<file path="config.mk">
export PLATFORM = sky130hd
export DESIGN_NAME = lpcg_ctrl
export DESIGN_NICKNAME = d
export VERILOG_FILES = /design/src/design/lpcg_pkg.sv /design/src/design/lpcg_match.sv /design/src/design/lpcg_gate.sv /design/src/design/lpcg_ctrl.sv
export SDC_FILE = /design/constraint.sdc
export NUM_CORES = 1
export LEC_CHECK = 0
export CORE_AREA = 2 2 55 57
export DETAILED_ROUTE_END_ITERATION = 8
export DIE_AREA = 0 0 57 59
export DONT_BUFFER_PORTS = 1
export PLACE_DENSITY = 0.74
export SLEW_MARGIN = 20
export SYNTH_ARGS = -nofsm -noshare
export SYNTH_HDL_FRONTEND = slang
export SYNTH_SLANG_ARGS = --single-unit
</file>
<file path="constraint.sdc">
create_clock -name clk_i -period 2.1 [get_ports clk_i]
set_input_delay 0.525 -clock clk_i [delete_from_list [all_inputs] [get_ports clk_i]]
set_output_delay 0.525 -clock clk_i [all_outputs]
set_load 0.03 [all_outputs]
</file>
<file path="src/design/lpcg_pkg.sv">
// Package for the processor low-power clock gate controller
package lpcg_pkg;

	// Bus geometry
	localparam int ADDR_W = 24;
	localparam int FC_W   = 3;
	localparam int IPL_W  = 3;

	// Supervisor data space code on the cycle space lines
	localparam logic [2:0] FC_SUP_DATA = 3'h5;

	// Bus cycles from the trigger write up to the operand fetch
	// Trigger write, opcode fetch, immediate operand (16-bit bus)
	localparam logic [2:0] CYC_16 = 3'h3;
	// One extra bus cycle for the second operand byte (8-bit bus)
	localparam logic [2:0] CYC_8  = 3'h4;

	// Clock stable wait after the system clock restarts
	localparam int STABLE_NS     = 1000;
	localparam int CLK_PERIOD_NS = 10;
	localparam int STABLE_CYC    = (STABLE_NS + CLK_PERIOD_NS - 1)
		/ CLK_PERIOD_NS;

	// Default trigger address and wake level
	localparam logic [23:0] TRIG_ADDR_DEF = 24'hFFFFF0;
	localparam logic [2:0]  WAKE_LVL_DEF  = 3'h7;

	// Processor bus view sampled by the controller
	typedef struct packed {
		logic [23:0] address_lines;
		logic [2:0]  cycle_space_code;
		logic        rd_wr_n;
		logic        strobe_n;
	} lpcg_bus_s;

	// Controller states
	typedef enum logic [2:0] {
		ST_RUN,
		ST_COUNT,
		ST_ARB,
		ST_STOPPED,
		ST_STABLE,
		ST_WAKE,
		ST_RELEASE
	} lpcg_state_e;

endpackage

</file>
<file path="src/design/lpcg_match.sv">
// Trigger address detector for supervisor data writes
`timescale 1ns/10ps
module lpcg_match (
	// Clock and reset
	input  wire logic                clk_i,
	input  wire logic                rstn_i,
	// Bus view and trigger address
	input  wire lpcg_pkg::lpcg_bus_s bus_i,
	input  wire logic [23:0]         trig_addr_i,
	// Registered hit pulse and bus-cycle end pulse
	output logic                     hit_o,
	output logic                     cyc_end_o
);
	import lpcg_pkg::*;

	logic strobe_d_ff;  // Strobe seen last cycle
	logic nxt_strobe_d;
	logic hit_ff;       // Registered hit
	logic nxt_hit;
	logic cyc_end_ff;   // Registered end of a bus cycle
	logic nxt_cyc_end;

	// Hit on the first cycle of a matching supervisor data write
	always_comb begin
		nxt_strobe_d = ~bus_i.strobe_n;
		nxt_hit = ~bus_i.strobe_n & ~strobe_d_ff
			& (bus_i.address_lines == trig_addr_i)
			& ~bus_i.rd_wr_n
			& (bus_i.cycle_space_code == FC_SUP_DATA);
		nxt_cyc_end = bus_i.strobe_n & strobe_d_ff;
	end

	// Register the detector
	always_ff @(posedge clk_i or negedge rstn_i) begin
		if (!rstn_i) begin
			strobe_d_ff <= 1'b0;
			hit_ff      <= 1'b0;
			cyc_end_ff  <= 1'b0;
		end else begin
			strobe_d_ff <= nxt_strobe_d;
			hit_ff      <= nxt_hit;
			cyc_end_ff  <= nxt_cyc_end;
		end
	end

	assign hit_o     = hit_ff;
	assign cyc_end_o = cyc_end_ff;

	// Hit only follows a supervisor write at the trigger address
	a_hit_qual: assert property (
		@(posedge clk_i) disable iff (!rstn_i)
		hit_o |-> $past(bus_i.cycle_space_code) == FC_SUP_DATA
		&& !$past(bus_i.rd_wr_n) && !$past(bus_i.strobe_n)
		&& $past(bus_i.address_lines) == trig_addr_i)
		else $error("hit without supervisor data write");

endmodule

</file>
<file path="src/design/lpcg_gate.sv">
// Glitch-free clock gate for the processor clock
`timescale 1ns/10ps
module lpcg_gate (
	// System clock and reset
	input  wire logic clk_i,
	input  wire logic rstn_i,
	// Enable request in the clk_i domain
	input  wire logic run_i,
	// Gated processor clock and gate state
	output logic      cpu_clk_o,
	output logic      gate_on_o
);
	logic en_ff;  // Enable changed only while the clock is low
	logic nxt_en; // Next enable value

	// Next enable is the run request
	always_comb begin
		nxt_en = run_i;
	end

	// Latch-free gate: enable sampled on the falling edge
	always_ff @(negedge clk_i or negedge rstn_i) begin
		if (!rstn_i) begin
			en_ff <= 1'b1;
		end else begin
			en_ff <= nxt_en;
		end
	end

	// Clock is low when en_ff changes, so no runt pulse appears
	assign cpu_clk_o = clk_i & en_ff;
	assign gate_on_o = en_ff;

endmodule

</file>
<file path="src/design/lpcg_ctrl.sv">
// Low-power entry and wake controller for the embedded processor
`timescale 1ns/10ps
// How it works
// - Processor is in supervisor mode first
// - Software enters through a trap handler
// - Trigger address anywhere in 24-bit space
// - Hit on supervisor data write to trigger
// - Count cycles, stop clock after operand fetch
// - Eight-bit bus adds one counted cycle
// - Clock gating never passes runts or glitches
// - Optional arbitration during status-word fetch
// - Watch priority lines for wake level
// - Wait for stable clock before wake
// - Clock resumes at next falling edge
// - Drop bus request once the clock resumes
// - Two-wire arbitration, request and grant
// - Handler writes trigger, halts, returns
module lpcg_ctrl #(
	parameter logic [23:0] TRIG_ADDR  = lpcg_pkg::TRIG_ADDR_DEF,
	parameter logic [2:0]  WAKE_LVL   = lpcg_pkg::WAKE_LVL_DEF,
	parameter int          STABLE_CNT = lpcg_pkg::STABLE_CYC
) (
	// Clock and reset
	input  wire logic                clk_i,
	input  wire logic                rstn_i,
	// Processor bus view
	input  wire lpcg_pkg::lpcg_bus_s bus_i,
	input  wire logic [2:0]          interrupt_priority_lines_i,
	input  wire logic                bus_grant_n_i,
	// Configuration straps and system clock stable input
	input  wire logic                bus8_i,
	input  wire logic                float_en_i,
	input  wire logic                sysclk_stable_i,
	// Processor clock and arbitration
	output logic                     cpu_clk_o,
	output logic                     bus_request_line_n_o,
	// Status
	output logic                     low_power_o,
	output logic                     sysclk_run_o
);
	import lpcg_pkg::*;

	////////////////////////////////////////////////////////////////////
	// Declarations
	////////////////////////////////////////////////////////////////////
	lpcg_state_e state_ff;     // Controller state
	lpcg_state_e nxt_state;
	logic [2:0]  cyc_ff;       // Bus cycles seen since the trigger
	logic [2:0]  nxt_cyc;
	logic [15:0] wait_ff;      // Clock stable wait counter
	logic [15:0] nxt_wait;
	logic        run_ff;       // Processor clock enable request
	logic        nxt_run;
	logic        breq_ff;      // Bus request held
	logic        nxt_breq;
	logic        sysrun_ff;    // System clock run request
	logic        nxt_sysrun;
	logic        hit;          // Trigger write seen
	logic        cyc_end;      // End of a bus cycle
	logic        gate_on;      // Processor clock is passing
	logic [2:0]  cyc_target;   // Cycles to count before stop
	logic        wake_lvl_hit; // Wake level on priority lines

	////////////////////////////////////////////////////////////////////
	// Submodules
	////////////////////////////////////////////////////////////////////
	// Trigger write detector
	lpcg_match u_match (
		.clk_i       (clk_i),
		.rstn_i      (rstn_i),
		.bus_i       (bus_i),
		.trig_addr_i (TRIG_ADDR),
		.hit_o       (hit),
		.cyc_end_o   (cyc_end)
	);

	// Processor clock gate
	lpcg_gate u_gate (
		.clk_i     (clk_i),
		.rstn_i    (rstn_i),
		.run_i     (run_ff),
		.cpu_clk_o (cpu_clk_o),
		.gate_on_o (gate_on)
	);

	////////////////////////////////////////////////////////////////////
	// Next-state logic
	////////////////////////////////////////////////////////////////////
	// Eight-bit bus fetches the operand in two cycles
	assign cyc_target   = bus8_i ? CYC_8 : CYC_16;
	// Priority lines are active low; level match wakes
	assign wake_lvl_hit = (~interrupt_priority_lines_i) == WAKE_LVL;

	// Sequence the entry, stop and wake
	always_comb begin
		nxt_state  = state_ff;
		nxt_cyc    = cyc_ff;
		nxt_wait   = wait_ff;
		nxt_run    = run_ff;
		nxt_breq   = breq_ff;
		nxt_sysrun = sysrun_ff;
		case (state_ff)
			// Normal running, wait for the trigger write
			ST_RUN: begin
				nxt_cyc = 3'h0;
				if (hit) begin
					nxt_state = ST_COUNT;
				end
			end
			// Count bus cycles from the trigger write
			ST_COUNT: begin
				if (cyc_end) begin
					nxt_cyc = cyc_ff + 3'h1;
					// Request the bus during the status fetch
					if (float_en_i && (cyc_ff + 3'h1 == cyc_target
						- 3'h1)) begin
						nxt_breq = 1'b1;
					end
					if (cyc_ff + 3'h1 == cyc_target) begin
						nxt_state = float_en_i ? ST_ARB : ST_STOPPED;
						nxt_run   = float_en_i;
					end
				end
			end
			// Wait for grant before stopping the clock
			ST_ARB: begin
				if (!bus_grant_n_i) begin
					nxt_run   = 1'b0;
					nxt_state = ST_STOPPED;
				end
			end
			// Clock stopped; state held inside the processor
			ST_STOPPED: begin
				nxt_sysrun = 1'b0;
				if (wake_lvl_hit) begin
					nxt_sysrun = 1'b1;
					nxt_wait   = 16'h0000;
					nxt_state  = ST_STABLE;
				end
			end
			// Wait for the system clock to settle
			ST_STABLE: begin
				if (!sysclk_stable_i) begin
					nxt_wait = 16'h0000;
				end else if (wait_ff >= 16'(STABLE_CNT - 1)) begin
					nxt_state = ST_WAKE;
				end else begin
					nxt_wait = wait_ff + 16'h0001;
				end
			end
			// Assert wake; the gate opens on the next falling edge
			ST_WAKE: begin
				nxt_run = 1'b1;
				if (gate_on) begin
					nxt_breq  = 1'b0;
					nxt_state = ST_RELEASE;
				end
			end
			// Bus released; clear counters for the next entry
			ST_RELEASE: begin
				nxt_cyc   = 3'h0;
				nxt_wait  = 16'h0000;
				nxt_state = ST_RUN;
			end
			default: begin
				nxt_state = ST_RUN;
			end
		endcase
	end

	// Register the controller state
	always_ff @(posedge clk_i or negedge rstn_i) begin
		if (!rstn_i) begin
			state_ff  <= ST_RUN;
			cyc_ff    <= 3'h0;
			wait_ff   <= 16'h0000;
			run_ff    <= 1'b1;
			breq_ff   <= 1'b0;
			sysrun_ff <= 1'b1;
		end else begin
			state_ff  <= nxt_state;
			cyc_ff    <= nxt_cyc;
			wait_ff   <= nxt_wait;
			run_ff    <= nxt_run;
			breq_ff   <= nxt_breq;
			sysrun_ff <= nxt_sysrun;
		end
	end

	////////////////////////////////////////////////////////////////////
	// Outputs
	////////////////////////////////////////////////////////////////////
	assign bus_request_line_n_o = ~breq_ff;
	assign low_power_o          = (state_ff == ST_STOPPED)
		|| (state_ff == ST_STABLE);
	assign sysclk_run_o         = sysrun_ff;

	////////////////////////////////////////////////////////////////////
	// Checks
	////////////////////////////////////////////////////////////////////
	// A trigger write always starts the count
	a_hit_start: assert property (
		@(posedge clk_i) disable iff (!rstn_i)
		state_ff == ST_RUN && hit |=> state_ff == ST_COUNT)
		else $error("trigger write did not start the count");

	// Without a trigger the controller stays idle
	a_idle_hold: assert property (
		@(posedge clk_i) disable iff (!rstn_i)
		state_ff == ST_RUN && !hit |=> state_ff == ST_RUN)
		else $error("count started without a trigger write");

	// Clock stops right after the counted operand fetch
	a_stop_after_cnt: assert property (
		@(posedge clk_i) disable iff (!rstn_i)
		state_ff == ST_COUNT && cyc_end && !float_en_i
		&& cyc_ff + 3'h1 == cyc_target |=> !run_ff)
		else $error("clock not stopped after operand fetch");

	// Stop count matches the strapped bus width
	a_cnt_8bit: assert property (
		@(posedge clk_i) disable iff (!rstn_i)
		$rose(state_ff == ST_STOPPED) && $past(state_ff) == ST_COUNT
		|-> $past(cyc_ff) == (bus8_i ? 3'h3 : 3'h2))
		else $error("wrong cycle count for bus width");

	// Counter never runs past its target
	a_cyc_bound: assert property (
		@(posedge clk_i) disable iff (!rstn_i)
		cyc_ff <= cyc_target)
		else $error("bus cycle counter past its target");

	// Bus request only in float mode, raised from the count
	a_breq_float: assert property (
		@(posedge clk_i) disable iff (!rstn_i)
		$fell(bus_request_line_n_o) |-> $past(float_en_i)
		&& $past(state_ff) == ST_COUNT)
		else $error("bus request outside the status fetch");

	// Clock keeps running until the grant arrives
	a_arb_wait: assert property (
		@(posedge clk_i) disable iff (!rstn_i)
		state_ff == ST_ARB && bus_grant_n_i
		|=> state_ff == ST_ARB && run_ff)
		else $error("clock stopped before bus grant");

	// Grant stops the clock
	a_arb_stop: assert property (
		@(posedge clk_i) disable iff (!rstn_i)
		state_ff == ST_ARB && !bus_grant_n_i
		|=> state_ff == ST_STOPPED && !run_ff)
		else $error("clock not stopped after bus grant");

	// Stopped clock keeps the processor frozen
	a_stop_held: assert property (
		@(posedge clk_i) disable iff (!rstn_i)
		state_ff == ST_STOPPED |-> !run_ff)
		else $error("clock runs while stopped");

	// Gate follows the run request half a cycle later
	a_gate_follow: assert property (
		@(posedge clk_i) disable iff (!rstn_i)
		gate_on == run_ff)
		else $error("gate out of step with run request");

	// Wake level leads to the stable wait
	a_wake_level: assert property (
		@(posedge clk_i) disable iff (!rstn_i)
		state_ff == ST_STOPPED && wake_lvl_hit
		|=> state_ff == ST_STABLE && sysrun_ff)
		else $error("wake level not recognised");

	// System clock kept running for the whole stable wait
	a_sysrun_on: assert property (
		@(posedge clk_i) disable iff (!rstn_i)
		state_ff == ST_STABLE |-> sysrun_ff)
		else $error("system clock not running during wait");

	// An unstable clock restarts the wait
	a_wait_restart: assert property (
		@(posedge clk_i) disable iff (!rstn_i)
		state_ff == ST_STABLE && !sysclk_stable_i
		|=> state_ff == ST_STABLE && wait_ff == 16'h0000)
		else $error("wait not restarted on unstable clock");

	// No wake before the full stable count
	a_wait_full: assert property (
		@(posedge clk_i) disable iff (!rstn_i)
		state_ff == ST_STABLE && wait_ff < 16'(STABLE_CNT - 1)
		|=> state_ff == ST_STABLE)
		else $error("wake before the stable count ran out");

	// Wake is only entered with a stable clock
	a_wake_stable: assert property (
		@(posedge clk_i) disable iff (!rstn_i)
		state_ff == ST_WAKE |-> sysclk_stable_i
		|| $past(state_ff) == ST_WAKE)
		else $error("wake before clock stable");

	// Gate opens on the falling edge after the wake request
	a_gate_resume: assert property (
		@(posedge clk_i) disable iff (!rstn_i)
		state_ff == ST_WAKE && run_ff |=> gate_on)
		else $error("clock not resumed at falling edge");

	// Bus request is gone once the clock runs again
	a_breq_drop: assert property (
		@(posedge clk_i) disable iff (!rstn_i)
		state_ff == ST_RELEASE |-> bus_request_line_n_o)
		else $error("bus request held at resume");

	// Processor in normal running (ST_RUN) never sees a bus request
	a_breq_run: assert property (
		@(posedge clk_i) disable iff (!rstn_i)
		state_ff == ST_RUN |-> bus_request_line_n_o)
		else $error("bus request held while running");

	// Counter cleared and idle again after the wake
	a_reset_ready: assert property (
		@(posedge clk_i) disable iff (!rstn_i)
		state_ff == ST_RELEASE |=> cyc_ff == 3'h0
		&& state_ff == ST_RUN)
		else $error("counter not cleared after wake");

endmodule

</file>
After elaboration in Yosys (flattened, before gate mapping)
Cells that the tools add are included.
{ "totals": {"register_bits": 29, "inputBits": 38, "word_cells": 85} }
{ "classes": {"add_sub_neg": 3, "magnitude_cmp": 1, "n_eq_ne": 21, "muxes": 26, "bitwise_logic": 11, "n_reduce_logical": 13} }
{ "op_table": {"columns": ["op", "n"], "rows": [
  ["16-bit 2-to-1 mux", 3],
  ["16-bit case mux with 3 select lines", 1],
  ["3-bit 2-to-1 mux", 10],
  ["24-bit equality test, second input constant", 1],
  ["3-bit case mux with 6 select lines", 1],
  ["16-bit by 1-bit adder with 16-bit output, second input constant", 1],
  ["16-bit by 7-bit >= comparator with 1-bit output, second input constant", 1],
  ["3-bit equality test, second input constant", 5],
  ["2-bit inequality test, second input constant", 6],
  ["1-bit 2-to-1 mux", 8],
  ["4-bit AND reduction", 2],
  ["8-bit AND reduction", 1],
  ["1-bit bitwise AND", 6],
  ["3-bit by 2-bit equality test with 1-bit output, second input constant", 2],
  ["3-bit equality test", 2],
  ["2-bit by 1-bit inequality test with 1-bit output, second input constant", 3],
  ["3-bit case mux with 2 select lines", 1],
  ["3-bit nonzero test", 2],
  ["1-bit NOT", 4],
  ["2-bit nonzero test", 2],
  ["3-bit by 1-bit adder with 3-bit output, second input constant", 1],
  ["3-bit by 1-bit equality test with 1-bit output, second input constant", 1],
  ["3-bit zero test", 1],
  ["3-bit inequality test, second input constant", 1],
  ["other kinds (9)", 9]
]} }

Logic depth before layout (Yosys ltp)
{ "logic_depth": {"depth_word": 7, "depth_mapped": 5, "mapped_depth_nobuf": 5} }

By module
Synthesis repeated with hierarchy kept, for this count alone.
{ "unflattened": {"hier_cells": 186, "hier_area_um2": 1826.8} }
{ "by_module_without_submodules": {"columns": ["module", "n_inst", "cells_each", "area_each_um2", "seq_area_each_um2"], "rows": [
  ["lpcg_ctrl", 1, 144, 1422.6, 628.1],
  ["lpcg_match", 1, 39, 367.9, 75.1],
  ["lpcg_gate", 1, 3, 36.3, 26.3]
]} }

==> results.ini <==
[global_routing]
grt_start_max_net_pins=29
grt_first_pass_wirelength_um=5420
grt_pass1_vias=1263
grt-ovfl-total=0
antenna_found_initial=0
track_usage_pct=22.0

[placed_design]
dpl.hpwl_um=2220
dp_cells=185
gp_congestion=0.770
dpl_cell_area_um2=1660
io_buffers=0

[worst_hold_path]
hold_start=bus_i[0]
holdPathEnd=u_match.strobe_d_ff$_DFF_PN0_
hold_class=in2reg
hold_depth=1

[floorplan]
die_width_um=57
coreArea_um2=2710
initial_utilization_pct=59.6
dieArea_um2=3360
rows=19
pin_count=42
dieHeight_um=59

[logic_synthesis]
synth_cell_types=48
synth_largest_area_cell=dfrtp_1
syn_avg_cell_area_um2=10.4
synthesis.nets=195
synth_top_area_share_pct=40.3
synthArstFlopShare_pct=100
synth-warning-count=0
syn_inst=155
synthTopCellsByArea=dfrtp_1 40%, dfstp_2 4.9%, and2_1 4.7%
synth-main-ff-cell=dfrtp_1
syn_area_um2=1610
synth_edf_count=0
synth-seq-cells=29
ys_seq_area_share_pct=45.2

[setup_path]
startpoint=u_gate.gate_on_o$_DFF_NN1_
r2r_cells=5
worst-path-buf-inv=0
worstPathArrival_ns=2.28
crit-reg2reg-launch=u_gate.gate_on_o$_DFF_NN1_
worstPathCellList=and2_4
cp-end-kind=primary output
startpoint_type=register
cpLargestDelayFamily=flip-flops
cp_slowest_cell=dfstp_2
r2r-end=state_ff[0]$_DFFE_PN0P_
path_max_fanout=2
r2r_setup_slack_ns=-0.14
critical_path_class=reg2out
crit_required_ns=1.57
cpPeakStageDelay_ns=0.53

[timing]
slew-limit-headroom_pct=30.4
fin_ws_ns=-0.705
tns_ns=-0.991
slew_viol_final=0
worst_pin_slew_ns=1.04
hold_viol=0
fin_skew_ns=0.0597
setup_viol=5
rsz0062_at_grt=true

[route]
wl_per_cell_um=16.6
vias_per_cell=6.22
vias=1243
first_pass_iters=4
drt_iter0_drc=38
ant_nets=0
drc_errors=0
wirelength_um=3320

[final_layout]
ff_latch_area_um2=732
drive_gt1_share_pct=25.4
fillerInstances=202
final_cell_mix=24 x dfrtp_1, 15 x nand2_1, 11 x and2_1, 8 x nand2b_1, 8 x clkbuf_4
multiInputGateArea_um2=901
fin_area_um2=1850
fin_cells=200
antenna_cells=0
nets=208
areaGrowthSynthToFinish_pct=14.6
final_common_cell=dfrtp_1

[outcome]
status=complete, but fails checks
violations=setup timing

[power_and_ir_drop]
p_leak_nw=0.814
pwr_density_cell_nw_per_um2=595
vdd_drop_max_mv=0.468

[cts]
cts_tree=built
clk_pin_slew_worst_paths_ns=0.10
worstSkewPairLatency_ns=0.50

[job]
maxCapViolations=0

-- registers in the layout, indices dropped and copies added, names as in the netlist --
register,cells
breq_ff,1
cyc_ff,3
run_ff,1
state_ff,3
sysclk_run_o,1
u_gate.gate_on_o,1
u_match.cyc_end_o,1
u_match.hit_o,1
u_match.strobe_d_ff,1
wait_ff,16
-- metrics by stage --
step | power, W | worst slack (ns) | hold WS (ns) | util (%)
6_report | 0.00110 | -0.705 | 0.121 | 68.2
5_1_grt | 0.00116 | -0.757 | 0.0807 | 68.2
4_1_cts | 0.00111 | -0.708 | 0.101 | 66.7
3_5_place_dp | 0.000663 | -0.166 | 0.230 | 61.4
3_3_place_gp | 0.000662 | -0.161 | 0.230 | 61.4
2_1_floorplan | 0.000661 | -0.170 | 0.229 | -
-- per-layer routing --
| layer | track usage, % | up-vias | part of all wire (%) |
|---|---|---|---|
| met5 | 0 | - | 0 |
| met4 | 10.3 | 0 | 1.9 |
| met3 | 8.52 | 6 | 6.1 |
| met2 | 34.6 | 49 | 48 |
| met1 | 26.9 | 597 | 44 |
| li1 | - | 591 | - |
-- Yosys cell counts, types with 2 or more instances --
cell      instances
and2_1           12
or4_1             2
ha_1              2
nor4_4            2
mux2_2            2
buf_2             2
nand2b_1          9
a21oi_1           3
nor2b_1           5
nor4_1            4
dfstp_2           3
inv_1             4
mux2i_1           7
nor3b_1           3
nand3_1           3
nor2_1            6
clkbuf_1          3
dfrtp_1          26
nand4_1           4
nand2_1          16
o32ai_1           2
a21o_1            2
nor4b_2           2
o21ai_0           7
-- cell type report --
cell class / instances / area share [%]
multi-input cells: 117 / 48.7
flip-flops and latches: 29 / 39.6
repair buffers: 8 / 4.67
clock buffers: 8 / 3.25
well taps: 31 / 2.10
clock inverters: 4 / 1.08
inverters: 3 / 0.609
-- where the power goes --
part	total (W)	switching [W]	leakage (nW)	internal, W
Sequential	0.000563	0.00000261	0.383	0.000560
Clock	0.000509	0.000290	0.0591	0.000219
Combinational	0.0000289	0.0000165	0.372	0.0000123
Total	0.00110	0.000309	0.814	0.000792
-- logic make-up (layout without fill, tap and decap cells) --
logic type      count (synthesis)  count (layout)  share of synthesized area [%]
buf+inv                         9              23                           2.25
simple gates                   80              80                           32.9
flops                          29              29                           45.2
fa+ha+maj                       2               2                           1.55
mux                             9               9                           5.74
xor+xnor                        2               2                           1.09
compound gates                 24              24                           11.2
-- timing repair --
action | CTS | global route
gates resized for setup | 6 | 14
pin swaps | 4 | 5
buffers inserted | 3 | 2
setup endpoints to repair | 4 | 9
hold buffers | 2 | 0
endpoints found under the hold margin | 28 | 0
-- how the worst max path moves through the flow --
stage | slack (ns) | end | depth (start not counted)
final | -0.70 | cpu_clk_o | 1
after global routing | -0.76 | cpu_clk_o | 1
after CTS | -0.71 | cpu_clk_o | 1
after detailed placement | -0.17 | cpu_clk_o | 1
after global placement | -0.16 | cpu_clk_o | 1
after floorplan | -0.17 | cpu_clk_o | 1
No activity file was read; power rests on OpenSTA's default activity.
